<file path="src/rtl/cbr_pkg.sv">
// constants, opcodes and types shared by the processor core and its bench.
// assumes a single 50 MHz clock and an active-low asynchronous reset.
package cbr_pkg;

  // vector locations
  localparam logic [15:0] RESET_VEC_LO  = 16'hfffc;
  localparam logic [15:0] RESET_VEC_HI  = 16'hfffd;
  localparam logic [15:0] IRQ_VEC_LO    = 16'hfffe;
  localparam logic [15:0] IRQ_VEC_HI    = 16'hffff;

  // on-chip port registers
  localparam logic [15:0] PORT_DIR_ADDR = 16'h0000;
  localparam logic [15:0] PORT_OUT_ADDR = 16'h0001;
  localparam logic [7:0]  PORT_DIR_RST  = 8'h00;
  localparam logic [7:0]  PORT_OUT_RST  = 8'h00;

  // stack and status
  localparam logic [7:0]  STACK_PAGE    = 8'h01;
  localparam logic [7:0]  SP_RST        = 8'hff;
  localparam logic [7:0]  STATUS_RST    = 8'h24;
  localparam int          FLAG_C        = 0;
  localparam int          FLAG_Z        = 1;
  localparam int          FLAG_I        = 2;
  localparam int          FLAG_N        = 7;

  // start-up delay in clock cycles after reset release
  localparam logic [2:0]  INIT_CYCLES   = 3'h6;

  // opcodes outside the regular load/store group
  localparam logic [7:0]  OP_LDX_IMM    = 8'ha2;
  localparam logic [7:0]  OP_LDY_IMM    = 8'ha0;
  localparam logic [7:0]  OP_TAX        = 8'haa;
  localparam logic [7:0]  OP_INX        = 8'he8;
  localparam logic [7:0]  OP_ASL_A      = 8'h0a;
  localparam logic [7:0]  OP_CLI        = 8'h58;
  localparam logic [7:0]  OP_SEI        = 8'h78;
  localparam logic [7:0]  OP_BNE        = 8'hd0;
  localparam logic [7:0]  OP_BEQ        = 8'hf0;
  localparam logic [7:0]  OP_JMP_ABS    = 8'h4c;
  localparam logic [7:0]  OP_RTI        = 8'h40;
  // load/store group: low two bits and operation field
  localparam logic [1:0]  GRP_LDST      = 2'h1;
  localparam logic [2:0]  OPF_STORE     = 3'h4;
  localparam logic [2:0]  OPF_LOAD      = 3'h5;

  // read data source of the previous bus cycle
  localparam logic [1:0]  SRC_EXT       = 2'h0;
  localparam logic [1:0]  SRC_RAM       = 2'h1;
  localparam logic [1:0]  SRC_PORT      = 2'h2;

  // sequencer states, one-hot
  typedef enum logic [15:0] {
    ST_INIT    = 16'h0001,
    ST_VEC_REQ = 16'h0002,
    ST_VEC_LO  = 16'h0004,
    ST_VEC_HI  = 16'h0008,
    ST_FETCH   = 16'h0010,
    ST_DECODE  = 16'h0020,
    ST_OP1     = 16'h0040,
    ST_OP2     = 16'h0080,
    ST_PTR_LO  = 16'h0100,
    ST_PTR_HI  = 16'h0200,
    ST_EXEC    = 16'h0400,
    ST_PUSH_L  = 16'h0800,
    ST_PUSH_P  = 16'h1000,
    ST_PULL_P  = 16'h2000,
    ST_PULL_L  = 16'h4000,
    ST_PULL_H  = 16'h8000
  } cbr_state_t;

  // addressing modes
  typedef enum logic [3:0] {
    AM_IMPL = 4'h0,
    AM_ACC  = 4'h1,
    AM_IMM  = 4'h2,
    AM_ZP   = 4'h3,
    AM_ZPX  = 4'h4,
    AM_ABS  = 4'h5,
    AM_ABSX = 4'h6,
    AM_ABSY = 4'h7,
    AM_INDX = 4'h8,
    AM_REL  = 4'h9
  } cbr_mode_t;

endpackage : cbr_pkg

</file>
<file path="src/rtl/cbr_ram.sv">
// on-chip scratch ram with registered read data.
// assumes address and write strobe are presented a cycle before data is used.
module cbr_ram #(
  parameter int DEPTH = 256,
  parameter int WIDTH = 8,
  parameter int AW    = 8
) (
  // clock and reset
  input  wire logic             ref_clk,
  input  wire logic             reset_n,
  // access port
  input  wire logic             wr_en,
  input  wire logic [AW-1:0]    addr,
  input  wire logic [WIDTH-1:0] wdata,
  output logic      [WIDTH-1:0] rdata
);

  logic [WIDTH-1:0] mem [DEPTH];  // storage, not reset

  // write port; content is undefined until software writes it
  always_ff @(posedge ref_clk) begin
    if (wr_en) begin
      mem[addr] <= wdata;
    end
  end

  // read port, registered so a read lands in the next cycle
  always_ff @(posedge ref_clk or negedge reset_n) begin
    if (!reset_n) begin
      rdata <= '0;
    end else begin
      rdata <= mem[addr];
    end
  end

endmodule : cbr_ram

</file>
<file path="src/rtl/cbr_core.sv">
// processor control core: reset start-up, interrupt entry, bus direction,
// on-chip port and ram decode, and effective address formation.
// assumes external memory answers combinationally in the cycle after an address.
// Notes on behaviour
// - no bus writes while reset is low
// - reset release starts the start-up sequence
// - six cycles, set mask, load reset vector
// - write strobe valid from reset onward
// - interrupts taken only between instructions
// - accepted interrupt pushes counter and status
// - entry sets mask, loads interrupt vector
// - address drive follows address enable input
// - port latch at one, direction at zero
// - each port bit has its own direction
// - write strobe low only on writes
// - pages zero and one share one ram
// - data lines undriven on internal accesses
// - accumulator and implied: single byte opcodes
// - immediate operand is the second byte
// - absolute: second low, third high byte
// - zero page forces high byte zero
// - indexed zero page wraps within page zero
// - indexed absolute adds index to base
// - branches add signed offset to next counter
// - indexed indirect fetches pointer from page zero
module cbr_core
  import cbr_pkg::*;
(
  // clock and reset
  input  wire logic        ref_clk,
  input  wire logic        reset_n,
  // bus ownership
  input  wire logic        address_drive_enable,
  // address lines
  output logic      [15:0] address_lines_o,
  output logic             address_lines_oe,
  // data lines
  input  wire logic [7:0]  data_lines_i,
  output logic      [7:0]  data_lines_o,
  output logic             data_lines_oe,
  // transfer direction, low while writing
  output logic             write_n,
  // interrupt request, active low
  input  wire logic        irq_n,
  // peripheral port
  input  wire logic [7:0]  peripheral_port_pins_i,
  output logic      [7:0]  peripheral_port_pins_o,
  output logic      [7:0]  peripheral_port_pins_oe
);
  import cbr_pkg::*;

  // sequencer and architectural state
  cbr_state_t  state_r, state_nxt;     // sequencer state
  logic [2:0]  cnt_r, cnt_nxt;         // start-up cycle counter
  logic [7:0]  a_r, a_nxt;             // accumulator
  logic [7:0]  x_r, x_nxt;             // first index
  logic [7:0]  y_r, y_nxt;             // second index
  logic [7:0]  sp_r, sp_nxt;           // stack pointer
  logic [15:0] pc_r, pc_nxt;           // program counter
  logic [7:0]  p_r, p_nxt;             // processor status
  logic [7:0]  ir_r, ir_nxt;           // current opcode
  logic [7:0]  b2_r, b2_nxt;           // second byte or pointer low
  logic [7:0]  ptr_r, ptr_nxt;         // page-zero pointer
  logic        vec_irq_r, vec_irq_nxt; // vector select: interrupt or reset
  // bus request for the next cycle
  logic [15:0] bus_a_nxt;              // next address
  logic        bus_we_nxt;             // next cycle writes
  logic [7:0]  bus_wd_nxt;             // next write data
  logic        acc_go;                 // operand access requested
  logic [15:0] acc_ea;                 // effective address of it
  // read path
  logic [1:0]  rd_src_r;               // source of the pending read
  logic [7:0]  port_rd_r;              // port value captured at issue
  logic [7:0]  ram_rdata;              // ram read data
  logic [7:0]  rdata;                  // data of the previous cycle
  logic [7:0]  port_dir_r;             // port direction register
  logic [7:0]  port_out_r;             // port output latch
  logic [7:0]  port_view;              // port value as software reads it
  // helper arithmetic
  logic [7:0]  zp_sum;                 // page-zero index sum, carry dropped
  logic [7:0]  inx_val;                // incremented first index
  logic [7:0]  shl_val;                // accumulator shifted left
  logic [15:0] rel_off;                // sign-extended branch offset
  logic [15:0] op2_base;               // absolute base address
  logic        bne_taken;              // branch condition met

  // pages zero and one both land in the ram
  function automatic logic is_internal(input logic [15:0] addr);
    return (addr[15:9] == 7'h00);
  endfunction : is_internal

  // the two port registers sit only at the very bottom of page zero
  function automatic logic is_port(input logic [15:0] addr);
    return (addr[15:1] == PORT_DIR_ADDR[15:1]);
  endfunction : is_port

  // the store form of the load/store group
  function automatic logic is_store(input logic [7:0] op);
    return (op[1:0] == GRP_LDST) && (op[7:5] == OPF_STORE);
  endfunction : is_store

  // addressing mode of an opcode; unknown opcodes act as single-byte no-ops
  function automatic cbr_mode_t mode_of(input logic [7:0] op);
    cbr_mode_t m;
    m = AM_IMPL;
    if (op[1:0] == GRP_LDST && (op[7:5] == OPF_LOAD || op[7:5] == OPF_STORE)) begin
      case (op[4:2])
        3'h0:    m = AM_INDX;
        3'h1:    m = AM_ZP;
        3'h2:    m = is_store(op) ? AM_IMPL : AM_IMM;
        3'h3:    m = AM_ABS;
        3'h5:    m = AM_ZPX;
        3'h6:    m = AM_ABSY;
        3'h7:    m = AM_ABSX;
        default: m = AM_IMPL;
      endcase
    end else begin
      case (op)
        OP_LDX_IMM, OP_LDY_IMM: m = AM_IMM;
        OP_BNE, OP_BEQ:         m = AM_REL;
        OP_JMP_ABS:             m = AM_ABS;
        OP_ASL_A:               m = AM_ACC;
        default:                m = AM_IMPL;
      endcase
    end
    return m;
  endfunction : mode_of

  // status with sign and zero taken from a result
  function automatic logic [7:0] with_nz(input logic [7:0] p, input logic [7:0] v);
    logic [7:0] r;
    r = p;
    r[FLAG_N] = v[7];
    r[FLAG_Z] = (v == 8'h00);
    return r;
  endfunction : with_nz

  // helper arithmetic, all kept at operand width so carries drop
  // carry out of page-zero index discarded
  assign zp_sum    = rdata + x_r;
  assign inx_val   = x_r + 8'h01;
  assign shl_val   = {a_r[6:0], 1'b0};
  assign rel_off   = {{8{rdata[7]}}, rdata};
  assign op2_base  = {rdata, b2_r};
  assign bne_taken = (ir_r == OP_BEQ) == p_r[FLAG_Z];

  // read data of the previous cycle: ram and port answer internally
  // internal reads ignore the data lines
  assign rdata = (rd_src_r == SRC_RAM)  ? ram_rdata :
                 (rd_src_r == SRC_PORT) ? port_rd_r : data_lines_i;

  // per-bit choice of latch or pin
  for (genvar i = 0; i < 8; i++) begin : g_port_bit
    assign port_view[i] = port_dir_r[i] ? port_out_r[i] : peripheral_port_pins_i[i];
  end

  // port pins come straight from the two registers
  assign peripheral_port_pins_o  = port_out_r;
  assign peripheral_port_pins_oe = port_dir_r;

  // ram indexed by the low address byte only
  cbr_ram #(.DEPTH(256), .WIDTH(8), .AW(8)) u_ram (
    .ref_clk (ref_clk),
    .reset_n (reset_n),
    .wr_en   (bus_we_nxt && is_internal(bus_a_nxt) && !is_port(bus_a_nxt)),
    .addr    (bus_a_nxt[7:0]),
    .wdata   (bus_wd_nxt),
    .rdata   (ram_rdata)
  );

  // sequencer: each state uses the data of the last cycle and requests the next
  always_comb begin
    state_nxt   = state_r;
    cnt_nxt     = cnt_r;
    a_nxt       = a_r;
    x_nxt       = x_r;
    y_nxt       = y_r;
    sp_nxt      = sp_r;
    pc_nxt      = pc_r;
    p_nxt       = p_r;
    ir_nxt      = ir_r;
    b2_nxt      = b2_r;
    ptr_nxt     = ptr_r;
    vec_irq_nxt = vec_irq_r;
    bus_a_nxt   = address_lines_o;
    bus_we_nxt  = 1'b0;
    bus_wd_nxt  = data_lines_o;
    acc_go      = 1'b0;
    acc_ea      = 16'h0000;
    case (state_r)
      // counting starts at the first edge after release
      ST_INIT: begin
        if (cnt_r == INIT_CYCLES - 3'h1) begin
          state_nxt   = ST_VEC_REQ;
          vec_irq_nxt = 1'b0;
        end else begin
          cnt_nxt = cnt_r + 3'h1;
        end
      end
      // mask set, then vector low byte read
      ST_VEC_REQ: begin
        p_nxt[FLAG_I] = 1'b1;
        bus_a_nxt     = vec_irq_r ? IRQ_VEC_LO : RESET_VEC_LO;
        state_nxt     = ST_VEC_LO;
      end
      ST_VEC_LO: begin
        pc_nxt[7:0] = rdata;
        bus_a_nxt   = vec_irq_r ? IRQ_VEC_HI : RESET_VEC_HI;
        state_nxt   = ST_VEC_HI;
      end
      ST_VEC_HI: begin
        pc_nxt[15:8] = rdata;
        state_nxt    = ST_FETCH;
      end
      // boundary check on a low, unmasked request
      ST_FETCH: begin
        if (!irq_n && !p_r[FLAG_I]) begin
          bus_a_nxt  = {STACK_PAGE, sp_r};
          bus_we_nxt = 1'b1;
          bus_wd_nxt = pc_r[15:8];
          sp_nxt     = sp_r - 8'h01;
          state_nxt  = ST_PUSH_L;
        end else begin
          bus_a_nxt = pc_r;
          pc_nxt    = pc_r + 16'h0001;
          state_nxt = ST_DECODE;
        end
      end
      ST_DECODE: begin
        ir_nxt = rdata;
        if (mode_of(rdata) == AM_IMPL || mode_of(rdata) == AM_ACC) begin
          state_nxt = ST_FETCH;
          case (rdata)
            OP_TAX: begin
              x_nxt = a_r;
              p_nxt = with_nz(p_r, a_r);
            end
            OP_INX: begin
              x_nxt = inx_val;
              p_nxt = with_nz(p_r, inx_val);
            end
            OP_ASL_A: begin
              a_nxt         = shl_val;
              p_nxt         = with_nz(p_r, shl_val);
              p_nxt[FLAG_C] = a_r[7];
            end
            OP_CLI: p_nxt[FLAG_I] = 1'b0;
            OP_SEI: p_nxt[FLAG_I] = 1'b1;
            OP_RTI: begin
              bus_a_nxt = {STACK_PAGE, sp_r + 8'h01};
              sp_nxt    = sp_r + 8'h01;
              state_nxt = ST_PULL_P;
            end
            default: ;  // no operation
          endcase
        end else begin
          bus_a_nxt = pc_r;
          pc_nxt    = pc_r + 16'h0001;
          state_nxt = ST_OP1;
        end
      end
      // second byte arrived
      ST_OP1: begin
        b2_nxt    = rdata;
        state_nxt = ST_FETCH;
        case (mode_of(ir_r))
          AM_IMM: begin
            case (ir_r)
              OP_LDX_IMM: x_nxt = rdata;
              OP_LDY_IMM: y_nxt = rdata;
              default:    a_nxt = rdata;
            endcase
            p_nxt = with_nz(p_r, rdata);
          end
          // signed offset on the already advanced counter
          AM_REL: begin
            if (bne_taken) begin
              pc_nxt = pc_r + rel_off;
            end
          end
          AM_ZP: begin
            acc_go = 1'b1;
            acc_ea = {8'h00, rdata};
          end
          // index sum stays in page zero
          AM_ZPX: begin
            acc_go = 1'b1;
            acc_ea = {8'h00, zp_sum};
          end
          // pointer low byte from page zero
          AM_INDX: begin
            bus_a_nxt = {8'h00, zp_sum};
            ptr_nxt   = zp_sum;
            state_nxt = ST_PTR_LO;
          end
          default: begin
            bus_a_nxt = pc_r;
            pc_nxt    = pc_r + 16'h0001;
            state_nxt = ST_OP2;
          end
        endcase
      end
      // third byte high, plus index where asked
      ST_OP2: begin
        state_nxt = ST_FETCH;
        if (ir_r == OP_JMP_ABS) begin
          pc_nxt = op2_base;
        end else begin
          acc_go = 1'b1;
          case (mode_of(ir_r))
            AM_ABSX: acc_ea = op2_base + {8'h00, x_r};
            AM_ABSY: acc_ea = op2_base + {8'h00, y_r};
            default: acc_ea = op2_base;
          endcase
        end
      end
      // pointer high byte, next page-zero byte
      ST_PTR_LO: begin
        b2_nxt    = rdata;
        bus_a_nxt = {8'h00, ptr_r + 8'h01};
        state_nxt = ST_PTR_HI;
      end
      ST_PTR_HI: begin
        acc_go = 1'b1;
        acc_ea = {rdata, b2_r};
      end
      // load data arrived
      ST_EXEC: begin
        a_nxt     = rdata;
        p_nxt     = with_nz(p_r, rdata);
        state_nxt = ST_FETCH;
      end
      ST_PUSH_L: begin
        bus_a_nxt  = {STACK_PAGE, sp_r};
        bus_we_nxt = 1'b1;
        bus_wd_nxt = pc_r[7:0];
        sp_nxt     = sp_r - 8'h01;
        state_nxt  = ST_PUSH_P;
      end
      ST_PUSH_P: begin
        bus_a_nxt   = {STACK_PAGE, sp_r};
        bus_we_nxt  = 1'b1;
        bus_wd_nxt  = p_r;
        sp_nxt      = sp_r - 8'h01;
        vec_irq_nxt = 1'b1;
        state_nxt   = ST_VEC_REQ;
      end
      // return: status, counter low, counter high
      ST_PULL_P: begin
        p_nxt     = rdata;
        bus_a_nxt = {STACK_PAGE, sp_r + 8'h01};
        sp_nxt    = sp_r + 8'h01;
        state_nxt = ST_PULL_L;
      end
      ST_PULL_L: begin
        pc_nxt[7:0] = rdata;
        bus_a_nxt   = {STACK_PAGE, sp_r + 8'h01};
        sp_nxt      = sp_r + 8'h01;
        state_nxt   = ST_PULL_H;
      end
      ST_PULL_H: begin
        pc_nxt[15:8] = rdata;
        state_nxt    = ST_FETCH;
      end
      default: state_nxt = ST_INIT;  // recover from an illegal code
    endcase
    // operand access: a store ends the instruction, a load waits for data
    if (acc_go) begin
      bus_a_nxt = acc_ea;
      if (is_store(ir_r)) begin
        bus_we_nxt = 1'b1;
        bus_wd_nxt = a_r;
        state_nxt  = ST_FETCH;
      end else begin
        state_nxt = ST_EXEC;
      end
    end
  end

  // sequencer and architectural registers
  always_ff @(posedge ref_clk or negedge reset_n) begin
    if (!reset_n) begin
      state_r   <= ST_INIT;
      cnt_r     <= 3'h0;
      a_r       <= 8'h00;
      x_r       <= 8'h00;
      y_r       <= 8'h00;
      sp_r      <= SP_RST;
      pc_r      <= 16'h0000;
      p_r       <= STATUS_RST;
      ir_r      <= 8'h00;
      b2_r      <= 8'h00;
      ptr_r     <= 8'h00;
      vec_irq_r <= 1'b0;
    end else begin
      state_r   <= state_nxt;
      cnt_r     <= cnt_nxt;
      a_r       <= a_nxt;
      x_r       <= x_nxt;
      y_r       <= y_nxt;
      sp_r      <= sp_nxt;
      pc_r      <= pc_nxt;
      p_r       <= p_nxt;
      ir_r      <= ir_nxt;
      b2_r      <= b2_nxt;
      ptr_r     <= ptr_nxt;
      vec_irq_r <= vec_irq_nxt;
    end
  end

  // bus pins; the core does not stall when another master owns the bus
  always_ff @(posedge ref_clk or negedge reset_n) begin
    if (!reset_n) begin
      // strobe high and data undriven in reset
      address_lines_o  <= 16'h0000;
      address_lines_oe <= 1'b0;
      data_lines_o     <= 8'h00;
      data_lines_oe    <= 1'b0;
      write_n          <= 1'b1;
      rd_src_r         <= SRC_EXT;
    end else begin
      address_lines_o  <= bus_a_nxt;
      // address drive follows the enable input
      address_lines_oe <= address_drive_enable;
      data_lines_o     <= bus_wd_nxt;
      // drive data only on external writes
      data_lines_oe    <= bus_we_nxt && !is_internal(bus_a_nxt);
      write_n          <= !bus_we_nxt;
      rd_src_r         <= is_port(bus_a_nxt)     ? SRC_PORT :
                          is_internal(bus_a_nxt) ? SRC_RAM  : SRC_EXT;
    end
  end

  // port registers at the two lowest addresses
  always_ff @(posedge ref_clk or negedge reset_n) begin
    if (!reset_n) begin
      port_dir_r <= PORT_DIR_RST;
      port_out_r <= PORT_OUT_RST;
      port_rd_r  <= 8'h00;
    end else begin
      if (bus_we_nxt && bus_a_nxt == PORT_DIR_ADDR) begin
        port_dir_r <= bus_wd_nxt;
      end
      if (bus_we_nxt && bus_a_nxt == PORT_OUT_ADDR) begin
        port_out_r <= bus_wd_nxt;
      end
      port_rd_r <= (bus_a_nxt == PORT_DIR_ADDR) ? port_dir_r : port_view;
    end
  end
endmodule : cbr_core

</file>
<file path="config.mk">
export PLATFORM = sky130hd
export DESIGN_NAME = cbr_core
export DESIGN_NICKNAME = d
export VERILOG_FILES = /design/src/rtl/cbr_pkg.sv /design/src/rtl/cbr_ram.sv /design/src/rtl/cbr_core.sv
export SDC_FILE = /design/constraint.sdc
export NUM_CORES = 2
export LEC_CHECK = 0
export BUFFER_PORTS_ARGS = -buffer_cell sky130_fd_sc_hd__buf_4
export CAP_MARGIN = 15
export CORE_ASPECT_RATIO = 0.9
export CORE_UTILIZATION = 45
export CTS_BUF_LIST = sky130_fd_sc_hd__clkbuf_8
export CTS_CLUSTER_SIZE = 14
export DETAILED_ROUTE_END_ITERATION = 16
export PLACE_DENSITY = 0.71
export SETUP_SLACK_MARGIN = 0.1
export SLEW_MARGIN = 20
export SYNTH_ARGS = -nofsm -noshare
export SYNTH_HDL_FRONTEND = slang
export SYNTH_SLANG_ARGS = --single-unit
</file>
<file path="constraint.sdc">
create_clock -name ref_clk -period 8.5 [get_ports ref_clk]
set_input_delay 0 -clock ref_clk [delete_from_list [all_inputs] [get_ports ref_clk]]
set_output_delay 0 -clock ref_clk [all_outputs]
set_load 0.1 [all_outputs]
</file>
==> results_dict.tcl <==
set metrics [dict create \
    status "completed" \
    finalSetupTns_ps 0 \
    synth_top_area_share_pct 65.9 \
    yosys.area.top_type "edfxtp_1" \
    yosysWarnings 0 \
    worstSetupStartpoint "rd_src_r[1]$_DFF_PN0_" \
    critPathMaxFanout 56 \
    nets 7663 \
    drive_above_1_share_pct 11.8 \
    wl_per_cell_um 29.0 \
    fin_crit_sh_pct 91.5 \
    hpwl_um 185000 \
    finalWeightedCongestion 0.985 \
    path_class "flip-flop to flip-flop" \
    async_flop_share_pct 7.29 \
    synth_top_cells_by_area "edfxtp_1 66%, nand2_1 7.6%, dfrtp_1 4.0%" \
    end_kind "flip-flop" \
    r2r-end "u_ram.rdata[0]$_DFF_PN0_" \
    crit_path_end "u_ram.rdata[0]$_DFF_PN0_" \
    required_ps 9430 \
    synth_edf_count 2048 \
    period_minus_slack_ps 7780 \
    fillers 17500 \
    ys_ff_latch 2209 \
    synth_compound_area_share_pct 8.47 \
    setup_violations 0 \
    synth-simple-area-share_pct 16.2 \
    min_path_type "input pin to flip-flop" \
    synth-adder-area-share_pct 0.586 \
    ff2ff_path_depth 20 \
    syn2layout_area_growth_pct 11.3 \
    fmax_ghz 0.129 \
    detail-route-antenna-nets 0 \
    power.density_nw_per_um2 331 \
    cts-root-buf "clkbuf_8" \
    grt_pass1_vias 63300 \
    rsz0062_at_grt "no" \
    vias 66800 \
    synth-xor-area-share_pct 0.609 \
    hold_violations 0 \
    cts_num_sinks 2209 \
    yosys-top-cells-count "2048 x edfxtp_1, 1884 x nand2_1, 609 x nand3_1" \
    netlist_area_um2 93300 \
    drt_iter0_drc 10900 \
    drcViolationCount 0 \
    utilization_pct 50.4 \
    cts_resized 0 \
    gr-total-overflow 0 \
    r2r-start "rd_src_r[1]$_DFF_PN0_" \
    ys_seq_area_share_pct 70.3 \
    muxShareOfSynthArea_pct 1.16 \
    track_usage_pct 28.9 \
    syn_inst 7448 \
    dieHeight_um 434 \
    synth_top_family_by_area "simple AND/OR/NAND/NOR gates" \
    p_leak_nw 37.2 \
    grt_pass1_wl_um 441000 \
    viasPerCell 6.31 \
    multiInputGateArea_um2 25300 \
    peakVddDrop_uv 508 \
    die_area_um2 209000 \
    cap_violations 0 \
    numCtsBuffers 353 \
    clock_path_buffers 4 \
    arrival_ps 8710 \
    ys.flop_type "edfxtp_1" \
    clock_skew_ps 111 \
    grt_max_degree 179 \
    regArea_um2 65500 \
    antenna_found_initial 19 \
    syn-num-nets 7509 \
    row_count 158 \
    cts_hold_buf 30 \
    cts_htree_levels 5 \
    first_pass_iters 10 \
    final_max_slew_viol_count 0 \
    reg2reg_slack_ps 720 \
    post_cts_buffers 0 \
    fp.dieW_um 482 \
    buffer_ports.inserted 62 \
    io-pin-count 63 \
    core_um2 206000 \
    path_clk_slew_ps 80 \
    tightest_slew_ps 1380 \
    yosysUniqueCellTypes 98 \
    wirelength_um 307000 \
    initial_core_util_pct 45.3 \
    relSlewSlack_pct 7.06 \
    clk_latency_ps 1090 \
    synth_most_common_cell "edfxtp_1" \
    power_mw 34.4 \
    avgSynthCellArea_um2 12.5 \
    cts_tree "done" \
    critPathLaunchType "flip-flop" \
]
cell usage in the layout (no fill, tap or decap), types with 60 or more instances in the layout:
cell / instances
edfxtp_1: 2048
nand2_1: 1883
nand3_1: 609
clkbuf_8: 368
nor2_1: 276
buf_4: 253
a311oi_1: 237
and3_1: 214
a31oi_1: 150
dfrtp_1: 149
a211oi_1: 138
o21ai_0: 135
inv_1: 122
a21oi_1: 107
clkinv_1: 85
nor2_2: 82
mux2i_1: 80
nor3_1: 77
a32oi_1: 64
nand4_1: 60
flip-flops by register name, indices dropped and copies added (netlist names), 16 cells and up:
name,cells
address_lines_o,16
pc_r,16
state_r,16
u_ram.mem,2048
layer usage:
layer	share of wire [%]	GRT usage [%]	routed length [µm]
met1	37	38.2	112000
met2	44	42.7	135000
met3	13	8.41	40200
met4	6.2	16.1	19000
met5	0.048	0	147
worst max-delay path: stages (launching register included):
cell	delay [ps]
dfrtp_1	760
or3b_1	430
o221ai_2	70
buf_4	300
inv_2	260
nor4_2	500
a32oi_1	200
o2111ai_2	290
buf_4	260
nand2b_1	190
o221ai_1	190
a21oi_4	520
buf_4	700
buf_4	460
a211oi_1	80
a311oi_1	340
a311oi_1	150
nor3_1	1140
nor4_1	80
and3_1	310
nand3_1	320
stage by stage:
| step | setup WS [ps] | cell area, µm² | instances | hold slack, ps |
|---|---|---|---|---|
| 3_5_place_dp | 1220 | 97100 | 9937 | -15.6 |
| 3_3_place_gp | 442 | 97100 | 9935 | -20.3 |
| 6_report | 722 | 104000 | 10600 | 94.6 |
| 4_1_cts | 1210 | 104000 | 10600 | 27.7 |
| 2_1_floorplan | 2360 | 93300 | 7448 | -296 |
| 5_1_grt | 771 | 104000 | 10600 | 82.3 |
logic make-up (layout without fill, tap and decap cells):
logic type,Yosys count,after routing
mux,105,105
buf+inv,569,973
other cells,0,10
fa+ha+maj,42,42
simple gates,3372,3372
xor+xnor,64,64
flops,2209,2209
compound gates,1087,1087
power by group:
part	switching, mW	internal, mW	total (mW)	leakage, nW
combinational	10.3	3.45	13.8	11.3
sequential	0.229	11.9	12.1	22.3
clock	4.22	4.27	8.49	3.58
total	14.8	19.6	34.4	37.2
how the worst min path moves through the flow:
stage / end / depth (start not counted) / from
after global placement: state_r[12]$_DFFE_PN0P_ / 1 / reset_n
after floorplan: a_r[0]$_DFFE_PN0P_ / 0 / reset_n
final: state_r[5]$_DFFE_PN0P_ / 4 / irq_n
after global routing: state_r[5]$_DFFE_PN0P_ / 4 / irq_n
after CTS: state_r[5]$_DFFE_PN0P_ / 4 / irq_n
after detailed placement: data_lines_o[7]$_DFF_PN0_ / 1 / reset_n
area by class of cell:
| class | count | area share, % |
|---|---|---|
| sequential | 2209 | 63.2 |
| clock inverter | 237 | 1.20 |
| multi-input combinational | 4670 | 24.4 |
| clock buffer | 368 | 4.88 |
| inverter | 49 | 0.259 |
| tap | 2720 | 3.28 |
| timing repair buffer | 319 | 2.81 |
| antenna | 10 | 0.0241 |
Note: power is estimated with default switching activity, not from simulation.
